<file path="config.mk">
export PLATFORM = sky130hd
export DESIGN_NAME = bspl_top
export DESIGN_NICKNAME = d
export VERILOG_FILES = /design/src/design/bspl_pkg.sv /design/src/design/bspl_top.sv
export SDC_FILE = /design/constraint.sdc
export NUM_CORES = 1
export LEC_CHECK = 0
export BUFFER_PORTS_ARGS = -buffer_cell sky130_fd_sc_hd__buf_2
export CORE_ASPECT_RATIO = 1.5
export CORE_UTILIZATION = 55
export CTS_BUF_LIST = sky130_fd_sc_hd__clkbuf_8 sky130_fd_sc_hd__clkbuf_16
export DETAILED_ROUTE_END_ITERATION = 6
export GPL_TIMING_DRIVEN = 0
export PLACE_DENSITY = 0.77
export SLEW_MARGIN = 10
export SYNTH_ARGS = -nofsm -noshare
export SYNTH_HDL_FRONTEND = slang
export SYNTH_SLANG_ARGS = --single-unit
</file>
<file path="constraint.sdc">
create_clock -name CLK -period 14.35 [get_ports CLK]
set_input_delay 0.7175 -clock CLK [delete_from_list [all_inputs] [get_ports CLK]]
set_output_delay 0.7175 -clock CLK [all_outputs]
set_load 0.05 [all_outputs]
</file>
<file path="src/design/bspl_pkg.sv">
// package for the battery status pin logic: register map, field
// layouts, reset values, timing constants and the controller states.
// assumes a single 25 MHz clock and an APB register port.
package bspl_pkg;

   ////////////////////////////////////////////////////////////////////
   // clock and timing
   localparam int CLK_HZ = 25_000_000;
   localparam int CLK_PER_US = CLK_HZ / 1_000_000;
   localparam int TICK_US = 1000;                   // one millisecond
   localparam int MS_CYCLES = TICK_US * CLK_PER_US;
   localparam int FW_UNIT_US = 5;                   // flash wait unit
   localparam int FW_UNIT_CYCLES = FW_UNIT_US * CLK_PER_US;
   localparam logic [9:0] SLOT_MS = 10'h3e8;        // 1000 ms slot
   localparam logic [1:0] SETTLE_MS = 2'h2;         // sense pin settle
   localparam logic [8:0] SHORT_MS = 9'h001;        // 1 ms events
   localparam logic [8:0] OCV_MS = 9'h0a5;          // 165 ms
   localparam logic [8:0] RESTORE_MS = 9'h1c2;      // 450 ms

   ////////////////////////////////////////////////////////////////////
   // register offsets (byte addresses)
   localparam logic [7:0] OFF_CFG = 8'h00;
   localparam logic [7:0] OFF_STEP = 8'h04;
   localparam logic [7:0] OFF_TEMP = 8'h08;
   localparam logic [7:0] OFF_CMD = 8'h0c;
   localparam logic [7:0] OFF_STATUS = 8'h10;

   // command register bit positions (write-only strobes)
   localparam int CMD_INSERT = 0;
   localparam int CMD_REMOVE = 1;
   localparam int CMD_OCV = 2;
   localparam int CMD_RESTORE = 3;
   localparam int CMD_FLASH = 4;

   ////////////////////////////////////////////////////////////////////
   // register layouts, msb first
   typedef struct packed {
      logic state_change_pulse_en;   // 13
      logic restore_pulse_en;        // 12
      logic overtemp_pulse_en;       // 11
      logic flash_write_pulse_en;    // 10
      logic init_ocv_pulse_en;       // 9
      logic ocv_pulse_en;            // 8
      logic removal_pulse_en;        // 7
      logic low_charge_pulse_en;     // 6
      logic presence_detect_enable;  // 5
      logic [1:0] pin_function_code; // 4:3
      logic good_hold_override;      // 2
      logic event_pulse_polarity;    // 1
      logic good_polarity_sel;       // 0
   } bspl_cfg_type;
   localparam logic [13:0] CFG_RST = 14'h3d28;

   typedef struct packed {
      logic [15:0] flash_write_wait_count; // 23:8
      logic [7:0] charge_step_size;        // 7:0
   } bspl_step_type;
   localparam logic [23:0] STEP_RST = 24'h00000a;

   typedef struct packed {
      logic [7:0] hys;   // 23:16
      logic [7:0] high;  // 15:8
      logic [7:0] low;   // 7:0
   } bspl_temp_type;
   localparam logic [23:0] TEMP_RST = 24'h052d00;

   // gauge-core signals on the same clock
   typedef struct packed {
      logic [6:0] soc;             // state of charge, percent
      logic [1:0] batt_state;      // charge / discharge / relax
      logic [7:0] temp;            // measured battery temperature
      logic low_charge_flag;
      logic shutdown_voltage_flag;
      logic charge_overtemp_flag;
      logic discharge_overtemp_flag;
      logic hibernate;
      logic hib_voltage_only;      // hibernate caused by voltage only
   } bspl_gauge_type;

   typedef enum logic [1:0] {ST_NOBAT, ST_INIT, ST_RUN} bspl_state_type;

endpackage

</file>
<file path="src/design/bspl_top.sv">
// battery status pin logic: battery-good drive, presence detection
// and the event pulse pin, with an APB register port.
// assumes gauge-core inputs on CLK; sense pin and thermistor-open
// comparator come from outside and are synchronised here.
//
// Contract
// good held off until initial OCV done
// good output polarity set by config bit
// code 1: temperature outside window drops good
// good returns only inside hysteresis-narrowed window
// release sense pin before each presence sample
// sample sense pin each second, low present
// thermistor near open means battery disconnected
// host reports presence when detection disabled
// at most one event pulse per second
// pulse on charge step point crossings
// pulse on low-charge flag set or clear
// always pulse on shutdown flag change; code pulses only in ST_RUN
// pulse on battery state change if enabled; code also requires a nonzero charge_step_size
// removal pulse needs removal and detect enables
// OCV command holds pulse 165 ms
// initial OCV pulse 165 ms if enabled
// flash write pulse then programmed wait
// pulse on first overtemperature flag assertion
// defaults restore holds pulse 450 ms
// good active-low by default, high when set
// event pin active-low by default
// override keeps good during voltage hibernation
// millisecond and second ticks from clock
// merged events take the longest width
//
// The APB register port and the register offsets were decided locally.
`timescale 1ns/1ps
module bspl_top import bspl_pkg::*; #(
   parameter int MS_CYCLES_P = MS_CYCLES
) (
   input wire logic CLK,
   input wire logic RST,
   input wire logic PSEL,
   input wire logic PENABLE,
   input wire logic PWRITE,
   input wire logic [7:0] PADDR,
   input wire logic [31:0] PWDATA,
   output logic [31:0] PRDATA,
   output logic PREADY,
   output logic PSLVERR,
   input wire bspl_gauge_type GAUGE,
   input wire logic PRESENCE_SENSE_I,
   output logic PRESENCE_SENSE_O,
   output logic PRESENCE_SENSE_OE_N,
   input wire logic THERM_NEAR_OPEN,
   output logic BATTERY_GOOD_OUT,
   output logic EVENT_OUT,
   output logic FLASH_GO
);

   bspl_cfg_type cfg;
   bspl_step_type stp;
   bspl_temp_type lim;
   bspl_state_type state, next_state;
   logic [15:0] ms_div;
   logic [9:0] slot_ms;
   logic ms_tick, sec_tick;
   logic wr, mapped, cmd_wr;
   logic [4:0] cmd;
   logic sense_s1, sense_s2, open_s1, open_s2;
   logic testing, sample_now, present;
   logic [1:0] settle;
   logic [8:0] ocv_ms, pend, ev_ms, req_w;
   logic slot_used, start, ev_act, rem_req, step_req;
   logic soc_edge_req, ocv_req, rst_req;
   logic fw_arm, fw_run, fw_bypass;
   logic [15:0] fw_cnt;
   logic [6:0] fw_sub;
   logic inhibit, next_good, good_q;
   logic [6:0] soc_prev;
   logic [1:0] bs_prev;
   logic lc_prev, sd_prev, ot_prev;
   logic [7:0] d_cur, d_prev;
   logic [8:0] step9;

   ////////////////////////////////////////////////////////////////////
   // millisecond and one-second ticks
   assign ms_tick = ms_div == 16'(MS_CYCLES_P - 1);
   assign sec_tick = ms_tick && slot_ms == SLOT_MS - 10'h001;

   always_ff @(posedge CLK or posedge RST) begin
      if (RST) begin
         ms_div <= 16'h0000;
         slot_ms <= 10'h000;
      end else begin
         ms_div <= ms_tick ? 16'h0000 : ms_div + 16'h0001;
         if (ms_tick) begin
            slot_ms <= sec_tick ? 10'h000 : slot_ms + 10'h001;
         end
      end
   end

   ////////////////////////////////////////////////////////////////////
   // apb slave: zero wait states, error on unmapped offsets
   assign wr = PSEL && PENABLE && PWRITE;
   assign mapped = PADDR == OFF_CFG || PADDR == OFF_STEP ||
      PADDR == OFF_TEMP || PADDR == OFF_CMD || PADDR == OFF_STATUS;
   assign PREADY = 1'b1;
   assign PSLVERR = PSEL && PENABLE && !mapped;
   assign cmd_wr = wr && PADDR == OFF_CMD;
   assign cmd = cmd_wr ? PWDATA[4:0] : 5'h00;

   // configuration writes
   always_ff @(posedge CLK or posedge RST) begin
      if (RST) begin
         cfg <= CFG_RST;
         stp <= STEP_RST;
         lim <= TEMP_RST;
      end else if (wr) begin
         if (PADDR == OFF_CFG) cfg <= PWDATA[13:0];
         if (PADDR == OFF_STEP) stp <= PWDATA[23:0];
         if (PADDR == OFF_TEMP) lim <= PWDATA[23:0];
      end
   end

   // read data is latched in the setup cycle so it comes from a flop
   always_ff @(posedge CLK or posedge RST) begin
      if (RST) begin
         PRDATA <= 32'h00000000;
      end else if (PSEL && !PENABLE) begin
         case (PADDR)
            OFF_CFG: PRDATA <= {18'h00000, cfg};
            OFF_STEP: PRDATA <= {8'h00, stp};
            OFF_TEMP: PRDATA <= {8'h00, lim};
            OFF_STATUS: PRDATA <= {26'h0000000, fw_arm || fw_run,
               ev_act, inhibit, good_q, state == ST_RUN, present};
            default: PRDATA <= 32'h00000000;
         endcase
      end
   end

   ////////////////////////////////////////////////////////////////////
   // presence detection; pin is held low between tests, released
   // for a short settle time so the pull-up or battery decides it
   always_ff @(posedge CLK or posedge RST) begin
      if (RST) begin
         sense_s1 <= 1'b1;
         sense_s2 <= 1'b1;
         open_s1 <= 1'b0;
         open_s2 <= 1'b0;
      end else begin
         sense_s1 <= PRESENCE_SENSE_I;
         sense_s2 <= sense_s1;
         open_s1 <= THERM_NEAR_OPEN;
         open_s2 <= open_s1;
      end
   end

   assign sample_now = testing && ms_tick && settle == SETTLE_MS - 2'h1;
   assign PRESENCE_SENSE_O = 1'b0;

   // test sequencer, started on each second tick
   always_ff @(posedge CLK or posedge RST) begin
      if (RST) begin
         testing <= 1'b0;
         settle <= 2'h0;
         PRESENCE_SENSE_OE_N <= 1'b1;
      end else begin
         if (sec_tick && cfg.presence_detect_enable && !testing) begin
            testing <= 1'b1;
            settle <= 2'h0;
         end else if (sample_now) begin
            testing <= 1'b0;
         end else if (testing && ms_tick) begin
            settle <= settle + 2'h1;
         end
         // released while testing or when detection is off
         PRESENCE_SENSE_OE_N <= !(cfg.presence_detect_enable &&
            !testing && !(sec_tick && !testing));
      end
   end

   // presence flag from the pin, or from host commands
   always_ff @(posedge CLK or posedge RST) begin
      if (RST) begin
         present <= 1'b0;
      end else if (cfg.presence_detect_enable) begin
         if (open_s2) present <= 1'b0;
         else if (sample_now) present <= !sense_s2;
      end else if (cmd[CMD_INSERT]) begin
         present <= 1'b1;
      end else if (cmd[CMD_REMOVE]) begin
         present <= 1'b0;
      end
   end

   ////////////////////////////////////////////////////////////////////
   // insertion sequence: no battery, initial OCV, running
   always_comb begin
      next_state = state;
      case (state)
         ST_NOBAT: if (present) next_state = ST_INIT;
         ST_INIT: begin
            if (!present) next_state = ST_NOBAT;
            else if (ocv_ms == OCV_MS) next_state = ST_RUN;
         end
         ST_RUN: if (!present) next_state = ST_NOBAT;
         default: next_state = ST_NOBAT;
      endcase
   end

   always_ff @(posedge CLK or posedge RST) begin
      if (RST) begin
         state <= ST_NOBAT;
         ocv_ms <= 9'h000;
      end else begin
         state <= next_state;
         if (state != ST_INIT) ocv_ms <= 9'h000;
         else if (ms_tick) ocv_ms <= ocv_ms + 9'h001;
      end
   end

   ////////////////////////////////////////////////////////////////////
   // battery-good output and temperature inhibit
   always_ff @(posedge CLK or posedge RST) begin
      if (RST) begin
         inhibit <= 1'b0;
      end else if (cfg.pin_function_code != 2'h1) begin
         inhibit <= 1'b0;
      end else if (GAUGE.temp < lim.low || GAUGE.temp > lim.high) begin
         inhibit <= 1'b1;
      end else if (GAUGE.temp >= lim.low + lim.hys &&
                   GAUGE.temp <= lim.high - lim.hys) begin
         inhibit <= 1'b0;
      end
   end

   assign next_good = state == ST_RUN && !inhibit &&
      !(GAUGE.hibernate &&
        !(cfg.good_hold_override && GAUGE.hib_voltage_only));

   // polarity applied in the same flop stage as the logical level
   always_ff @(posedge CLK or posedge RST) begin
      if (RST) begin
         good_q <= 1'b0;
         BATTERY_GOOD_OUT <= 1'b1;
      end else begin
         good_q <= next_good;
         BATTERY_GOOD_OUT <= cfg.good_polarity_sel ? next_good :
            !next_good;
      end
   end

   ////////////////////////////////////////////////////////////////////
   // charge step points counted as depletion from 100 percent
   assign d_cur = 8'h64 - {1'b0, GAUGE.soc};
   assign d_prev = 8'h64 - {1'b0, soc_prev};
   assign step9 = {1'b0, stp.charge_step_size};

   always_comb begin
      step_req = 1'b0;
      if (stp.charge_step_size != 8'h00 && GAUGE.soc > soc_prev) begin
         // charging fires once soc is above a point; 100 is never passed
         step_req = {1'b0, d_cur} / step9 < {1'b0, d_prev} / step9;
      end else if (stp.charge_step_size != 8'h00 &&
                   GAUGE.soc < soc_prev) begin
         step_req = GAUGE.soc == 7'h00 ||
            {1'b0, d_cur} / step9 > {1'b0, d_prev} / step9;
      end
   end

   // edge history of the gauge flags
   always_ff @(posedge CLK or posedge RST) begin
      if (RST) begin
         soc_prev <= 7'h00;
         bs_prev <= 2'h0;
         lc_prev <= 1'b0;
         sd_prev <= 1'b0;
         ot_prev <= 1'b0;
      end else begin
         soc_prev <= GAUGE.soc;
         bs_prev <= GAUGE.batt_state;
         lc_prev <= GAUGE.low_charge_flag;
         sd_prev <= GAUGE.shutdown_voltage_flag;
         ot_prev <= GAUGE.charge_overtemp_flag ||
            GAUGE.discharge_overtemp_flag;
      end
   end

   ////////////////////////////////////////////////////////////////////
   // event requests and their widths
   assign rem_req = state != ST_NOBAT && !present &&
      cfg.removal_pulse_en && cfg.presence_detect_enable;
   assign fw_bypass = !(state == ST_RUN && cfg.flash_write_pulse_en &&
      stp.flash_write_wait_count != 16'h0000);
   assign soc_edge_req = state == ST_RUN && (step_req ||
      (cfg.low_charge_pulse_en &&
       GAUGE.low_charge_flag != lc_prev) ||
      GAUGE.shutdown_voltage_flag != sd_prev ||
      (stp.charge_step_size != 8'h00 && cfg.state_change_pulse_en &&
       GAUGE.batt_state != bs_prev) ||
      (cfg.overtemp_pulse_en && !ot_prev &&
       (GAUGE.charge_overtemp_flag ||
        GAUGE.discharge_overtemp_flag)) ||
      (cmd[CMD_FLASH] && !fw_bypass));
   assign ocv_req = state == ST_RUN && cmd[CMD_OCV] &&
      cfg.ocv_pulse_en;
   assign rst_req = cmd[CMD_RESTORE] && cfg.restore_pulse_en;

   // widest request wins, later lines override earlier ones
   always_comb begin
      req_w = 9'h000;
      if (soc_edge_req || rem_req) req_w = SHORT_MS;
      if (ocv_req) req_w = OCV_MS;
      if (rst_req) req_w = RESTORE_MS;
   end

   assign start = pend != 9'h000 && ev_ms == 9'h000 && !slot_used;
   assign ev_act = ev_ms != 9'h000 ||
      (state == ST_INIT && cfg.init_ocv_pulse_en);

   // pending width merges events; a request in the issuing cycle is
   // kept for the next slot rather than lost
   always_ff @(posedge CLK or posedge RST) begin
      if (RST) begin
         pend <= 9'h000;
         ev_ms <= 9'h000;
         slot_used <= 1'b0;
      end else begin
         if (start) pend <= req_w;
         else if (req_w > pend) pend <= req_w;
         // one extra tick so a pulse never runs short of its width
         if (start) ev_ms <= pend + 9'h001;
         else if (ms_tick && ev_ms != 9'h000) ev_ms <= ev_ms - 9'h001;
         if (start) slot_used <= 1'b1;
         else if (sec_tick) slot_used <= 1'b0;
      end
   end

   always_ff @(posedge CLK or posedge RST) begin
      if (RST) begin
         EVENT_OUT <= 1'b1;
      end else begin
         EVENT_OUT <= cfg.event_pulse_polarity ? ev_act : !ev_act;
      end
   end

   ////////////////////////////////////////////////////////////////////
   // flash update: wait count times 5 us after the pulse is issued
   always_ff @(posedge CLK or posedge RST) begin
      if (RST) begin
         fw_arm <= 1'b0;
         fw_run <= 1'b0;
         fw_cnt <= 16'h0000;
         fw_sub <= 7'h00;
         FLASH_GO <= 1'b0;
      end else begin
         FLASH_GO <= 1'b0;
         if (cmd[CMD_FLASH] && fw_bypass) begin
            FLASH_GO <= 1'b1;
         end else if (cmd[CMD_FLASH]) begin
            fw_arm <= 1'b1;
         end else if (fw_arm && start) begin
            fw_arm <= 1'b0;
            fw_run <= 1'b1;
            fw_cnt <= stp.flash_write_wait_count;
            fw_sub <= 7'h00;
         end else if (fw_run) begin
            if (fw_sub == 7'(FW_UNIT_CYCLES - 1)) begin
               fw_sub <= 7'h00;
               fw_cnt <= fw_cnt - 16'h0001;
               if (fw_cnt == 16'h0001) begin
                  fw_run <= 1'b0;
                  FLASH_GO <= 1'b1;
               end
            end else begin
               fw_sub <= fw_sub + 7'h01;
            end
         end
      end
   end

   logic [1:0] starts_in_slot;
   logic pol_g;
   assign pol_g = cfg.good_polarity_sel;

   always_ff @(posedge CLK or posedge RST) begin
      if (RST) starts_in_slot <= 2'h0;
      else if (sec_tick) starts_in_slot <= 2'h0;
      else if (start && starts_in_slot != 2'h3)
         starts_in_slot <= starts_in_slot + 2'h1;
   end
endmodule

</file>
Word level (Yosys, flattened, before mapping) --
Cells that the tools add are included.
Storage, ports and cells: bits in registers 201, input bits 70, output and inout port bits 39, logic and storage cells 251
Operators by class: add/sub/neg operators 12, divide/modulo/power cells 2, order comparisons 9, eq/ne operators 22, muxes and demuxes 55, bitwise logic cells 2, reductions and logical operators 101
Operators with widths (number):
- $pmux 24 s4 | 1
- $mux 9 | 8
- $mux 16 | 4
- $logic_and 1x1->1 | 41
- $mux 1 | 29
- $mux 7 | 3
- $reduce_bool 2->1 | 10
- $add 9x1->9 const B | 2
- $div 8x8->9 | 2
- $gt 9x9->1 | 2
- $reduce_bool 9->1 | 2
- $add 16x1->16 const B | 1
- $eq 16x1->1 const B | 1
- $eq 16x15->1 const B | 1
- $eq 8x4->1 const B | 2
- $reduce_bool 16->1 | 1
- $sub 16x1->16 const B | 1
- $sub 7x7->8 const A | 2
- $logic_not 1->1 | 15
- $logic_or 1x1->1 | 15
- $mux 2 | 7
- $reduce_and 2->1 | 7
- $add 10x1->10 const B | 1
- $eq 10x10->1 const B | 1
- other kinds (36) | 44

Longest topological paths before layout --
depth in word-level cells 19, gate-level depth with buffers 71, mapped depth without buffers 69

Least setup slack after synthesis --
OpenSTA, ideal clock, no wires.
kind input to register, start in GAUGE[17] (netlist bit), end reg pend[0], setup time 0.079 ns, arrival time 13.725 ns, data required time 14.271 ns, slack 0.546 ns, cell stages on the path 65, path buffers 1, cells stage by stage o21ai_0 -> a21oi_1 -> ha_1 -> o21a_1 -> o211ai_1 -> mux2i_1 -> inv_1 -> ha_1 -> o211ai_1 -> a211o_1 -> clkinv_1 -> o21ai_0 -> ha_1 -> a21oi_1 -> a21oi_1 -> o21ai_1 -> inv_1 -> o21ai_0 -> (+29 left out) -> a2111oi_0 -> o21ai_0 -> o21ai_0 -> o31a_1 -> ha_1 -> nand4_1 -> nor3_1 -> a2111oi_0 -> o21ai_1 -> nor3b_1 -> or3_1 -> ha_1 -> nor2b_1 -> o21ai_0 -> nand2b_1 -> a21oi_1 -> o21ai_1 -> mux2i_1
Between the ends: word-level cells in the longest chain between the ends 18, elaborated cells between the ends (all ways) 26, those cells by class add/sub (1); div (1); order compare (5); mux (7); reduce/logical (12)
RTL lines:
- start, declared | line bspl_top.sv:47 | input wire bspl_gauge_type GAUGE,
- $sub 7x7->8 | line bspl_top.sv:252 | assign d_cur = 8'h64 - {1'b0, GAUGE.soc};
- $div 8x8->9 | line bspl_top.sv:260, bspl_top.sv:264
- $gt 9x9->1 | line bspl_top.sv:264 | {1'b0, d_cur} / step9 > {1'b0, d_prev} / step9;
- $logic_or 1x1->1 | line bspl_top.sv:263 | step_req = GAUGE.soc == 7'h00 ||
- $mux 1 | line bspl_top.sv:261 | end else if (stp.charge_step_size != 8'h00 &&
- $mux 1 * | line bspl_top.sv:258 | if (stp.charge_step_size != 8'h00 && GAUGE.soc > soc_prev) begin
- $logic_or 1x1->1 * | line bspl_top.sv:292 | assign soc_edge_req = state == ST_RUN && (step_req ||
- $logic_or 1x1->1 * | line bspl_top.sv:294 | GAUGE.low_charge_flag != lc_prev) ||
- (+2 left out)
- $logic_or 1x1->1 * | line bspl_top.sv:300 | GAUGE.discharge_overtemp_flag)) ||
- $logic_and 1x1->1 * | line bspl_top.sv:292
- $logic_or 1x1->1 * | line bspl_top.sv:309 | if (soc_edge_req || rem_req) req_w = SHORT_MS;
- $mux 1 * | line bspl_top.sv:309
- $mux 9 * | line bspl_top.sv:310 | if (ocv_req) req_w = OCV_MS;
- $mux 9 * | line bspl_top.sv:311 | if (rst_req) req_w = RESTORE_MS;
- $gt 9x9->1 or $mux 9 (tied branches) | line bspl_top.sv:327 | else if (req_w > pend) pend <= req_w;
- $reduce_bool 2->1 (no line) or $mux 9 (tied branches)
- end signal, assigned | line bspl_top.sv:326 | if (start) pend <= req_w;
- end signal, assigned | line bspl_top.sv:327
- end, declared | line bspl_top.sv:69 | logic [8:0] ocv_ms, pend, ev_ms, req_w;
Mark *: on every way between the ends. The rest lies on a longest branch, timed or not. The select of a mux whose other input is x is not followed. A chain may end at the register's enable or synchronous reset.

Worst setup path in the final report --
start in GAUGE[18] (netlist bit), end reg pend[0]
Same word-level chain as after synthesis.

==> results_dict.tcl <==
set metrics [dict create \
    cts_inserted_buffers 17 \
    setup_viol 0 \
    ys_seq_elements 188 \
    yosysWarnings 0 \
    max-slew-margin-rel_pct 11.66 \
    cts_max_level 4 \
    r2r_start "step9[1]" \
    cts_buffer_depth 2 \
    fin_crit_sh_pct 98.59 \
    grt_pass1_vias 13420 \
    ir_drop_v 0.00008215 \
    regToRegEndpoint "pend[0]" \
    slowest_stage "mux2i_1" \
    drv_cap 0 \
    drc 1 \
    synth_ff_type "dfrtp_1" \
    synth_seq_area_share_pct 32.43 \
    rows 72 \
    dp.cells 2081 \
    gr-total-overflow 0 \
    critical_path.max_fanout 7 \
    final.min_clock_period_ns 14.15 \
    synth-async-reset-ratio_pct 100.0 \
    dieArea_um2 27190 \
    r2r_slack_ns 0.21 \
    finalWeightedCongestion 1.004 \
    drive_above_1_share_pct 20.53 \
    drt-pass1-iter-count 7 \
    clkTransAtPathRegs_ns 0.07 \
    fmax_ghz 0.07068 \
    status "complete, but fails checks" \
    fillers 2052 \
    crit_path_frequent_cell "ha_1" \
    grt_pass1_wl_um 67500 \
    tightest_slew_ns 1.313 \
    place_hpwl_um 33020 \
    avgRoutedWirePerCell_um 20.25 \
    viasPerCell 6.163 \
    placed_cell_area_um2 15530 \
    syn_to_final_growth_pct 17.47 \
    synth_area_um2 14590 \
    io_buffer_count 89 \
    via_count 13398 \
    crit_path_end_kind "flop" \
    synthesis.instances 1648 \
    critPathLaunchType "primary input" \
    leakagePower_nw 8.149 \
    fin_setup_tns_ns 0 \
    fin_area_um2 17130 \
    top_level_ports 109 \
    timing.hold.ws_ns 0.3196 \
    crit_arrival_ns 14.52 \
    core_area_um2 25940 \
    cp_top_family "compound AO/OA/AOI/OAI gates" \
    crit_buf_inv 7 \
    syn_avg_cell_area_um2 8.850 \
    required_ns 14.73 \
    cts_hold_buf 0 \
    hold_class "in -> async" \
    finalWirelength_um 44020 \
    initial_core_util_pct 56.22 \
    violations "DRC" \
    cts_sinks 188 \
    power_density_nw_per_um2 79.07 \
    die_h_um 201.4 \
    die_w_um 135.0 \
    tritoncts "done" \
    cts_root_buf "clkbuf_16" \
    rr_worst_depth 64 \
    antennaDiodeCount 0 \
    clk_latency_ns 0.45 \
    worstSetupPathType "in -> reg" \
    drtAntennaViolNets 0 \
    grt_use_total_pct 32.54 \
    antenna_found_initial 1 \
    nets 2070 \
    synth_edf_count 0 \
    instances_no_fill 2174 \
    slowest_delay_ns 0.41 \
    ys_types 86 \
    clock_skew_ns 0.01167 \
    grt_max_degree 107 \
    hold_violations 0 \
    initialDrtViolationCount 949 \
    final_max_slew_viol_count 0 \
]
## report_power, final
group          total (mW)  switching, mW  leakage (nW)  internal, mW
Sequential          0.578         0.0244          2.35         0.554
Clock               0.463          0.226         0.274         0.238
Combinational       0.313          0.184          5.52         0.129
## flip-flops by register name (all words and copies together) (netlist names), 9 cells and up
name	flops
ocv_ms	9
stp	16
PRDATA	24
fw_cnt	16
slot_ms	10
lim	24
ev_ms	9
cfg	13
ms_div	16
## placed cells by master, fill, tap and decap left out, types with 7 or more instances in the layout
master	n
o21a_1	28
a21oi_1	91
o21bai_1	9
ha_4	16
buf_2	102
conb_1	12
xor2_1	42
o211ai_1	18
nor2b_1	25
a31oi_1	7
nor2_1	109
a21boi_0	7
inv_1	99
ha_1	152
nor4_1	14
dfrtp_1	166
o21ai_1	29
or3_1	13
nand2b_1	28
clkbuf_16	17
a22oi_1	12
buf_4	68
mux2i_1	20
nand4_1	22
dfstp_2	20
nand2_1	150
a21o_1	24
a21oi_2	8
o21ai_0	113
xnor2_1	56
nor3_1	32
a211oi_1	10
mux2_2	48
clkbuf_1	21
nand3b_1	8
and3_1	11
nand3_1	39
nor3b_1	7
## worst max-delay path by stage
stage / start / to / slack (ns) / cells after the start
global route: step9[1] / pend[7] / -0.31 / 68
detailed placement: GAUGE[16] / pend[7] / -2.18 / 66
floorplan: GAUGE[17] / pend[0] / 0.55 / 65
CTS: soc_prev[4] / pend[0] / 0.007 / 69
global placement: GAUGE[16] / pend[0] / -1.92 / 66
finish: GAUGE[18] / pend[0] / 0.20 / 65
## cell families (layout without fill, tap and decap cells)
family / count (synthesis) / after routing / share of synthesized area [%]
xor gates and xnor gates: 98 / 98 / 5.885
DFF: 188 / 188 / 32.43
AOI/OAI and AO/OA: 435 / 436 / 18.73
adders and majority gates: 173 / 173 / 14.93
and+or+nand+nor: 513 / 513 / 17.63
other: 2 / 12 / 0.05149
muxes: 77 / 77 / 5.791
buffers and inverters: 162 / 344 / 4.564
## per-layer routing
| layer | global-route usage, % | vias to the layer above | share of wire (%) |
|---|---|---|---|
| li1 | - | 6304 | - |
| met1 | 32.78 | 6414 | 36 |
| met2 | 56.98 | 471 | 49 |
| met3 | 5.518 | 207 | 5.4 |
| met4 | 28.81 | 2 | 9.3 |
| met5 | 0 | - | 0.020 |
## synth_stat cells, types with 37 or more instances
master,number,share of area [%]
xnor2_1,56,3.4
nand3_1,39,1.3
nand2_1,150,3.9
xor2_1,42,2.5
o21ai_0,119,4.1
mux2_2,50,3.9
a21oi_1,99,3.4
inv_1,105,2.7
ha_1,170,15
dfrtp_1,168,29
nor3_1,37,1.3
nor2_1,113,2.9
## cell type report
class | count | area, um^2 | area share [%]
Inverter | 111 | 435.4 | 2.541
Buffer | 51 | 277.8 | 1.621
Sequential cell | 188 | 4732 | 27.62
Multi-Input combinational cell | 1309 | 9754 | 56.93
Timing Repair Buffer | 150 | 943.4 | 5.506
Clock buffer | 19 | 452.9 | 2.644
Clock inverter | 13 | 120.1 | 0.7011
Tap cell | 333 | 416.7 | 2.432
## metrics by stage
step	setup slack [ns]	power (mW)	utilization (%)
final	0.2026	1.355	66.03
after global routing	-0.3073	1.412	66.03
after detailed placement	-2.177	0.8689	59.84
after CTS	0.006966	1.337	63.56
after global placement	-1.923	0.8568	59.68
after floorplan	0.5459	0.7886	-
## repair_timing
action / in CTS / in global routing
pin swaps: 16 / 38
buffers inserted: 24 / 36
resized for setup: 45 / 68
gates cloned: 0 / 1
endpoints found under the setup margin: 4 / 4
No activity file was read; power rests on OpenSTA's default activity.
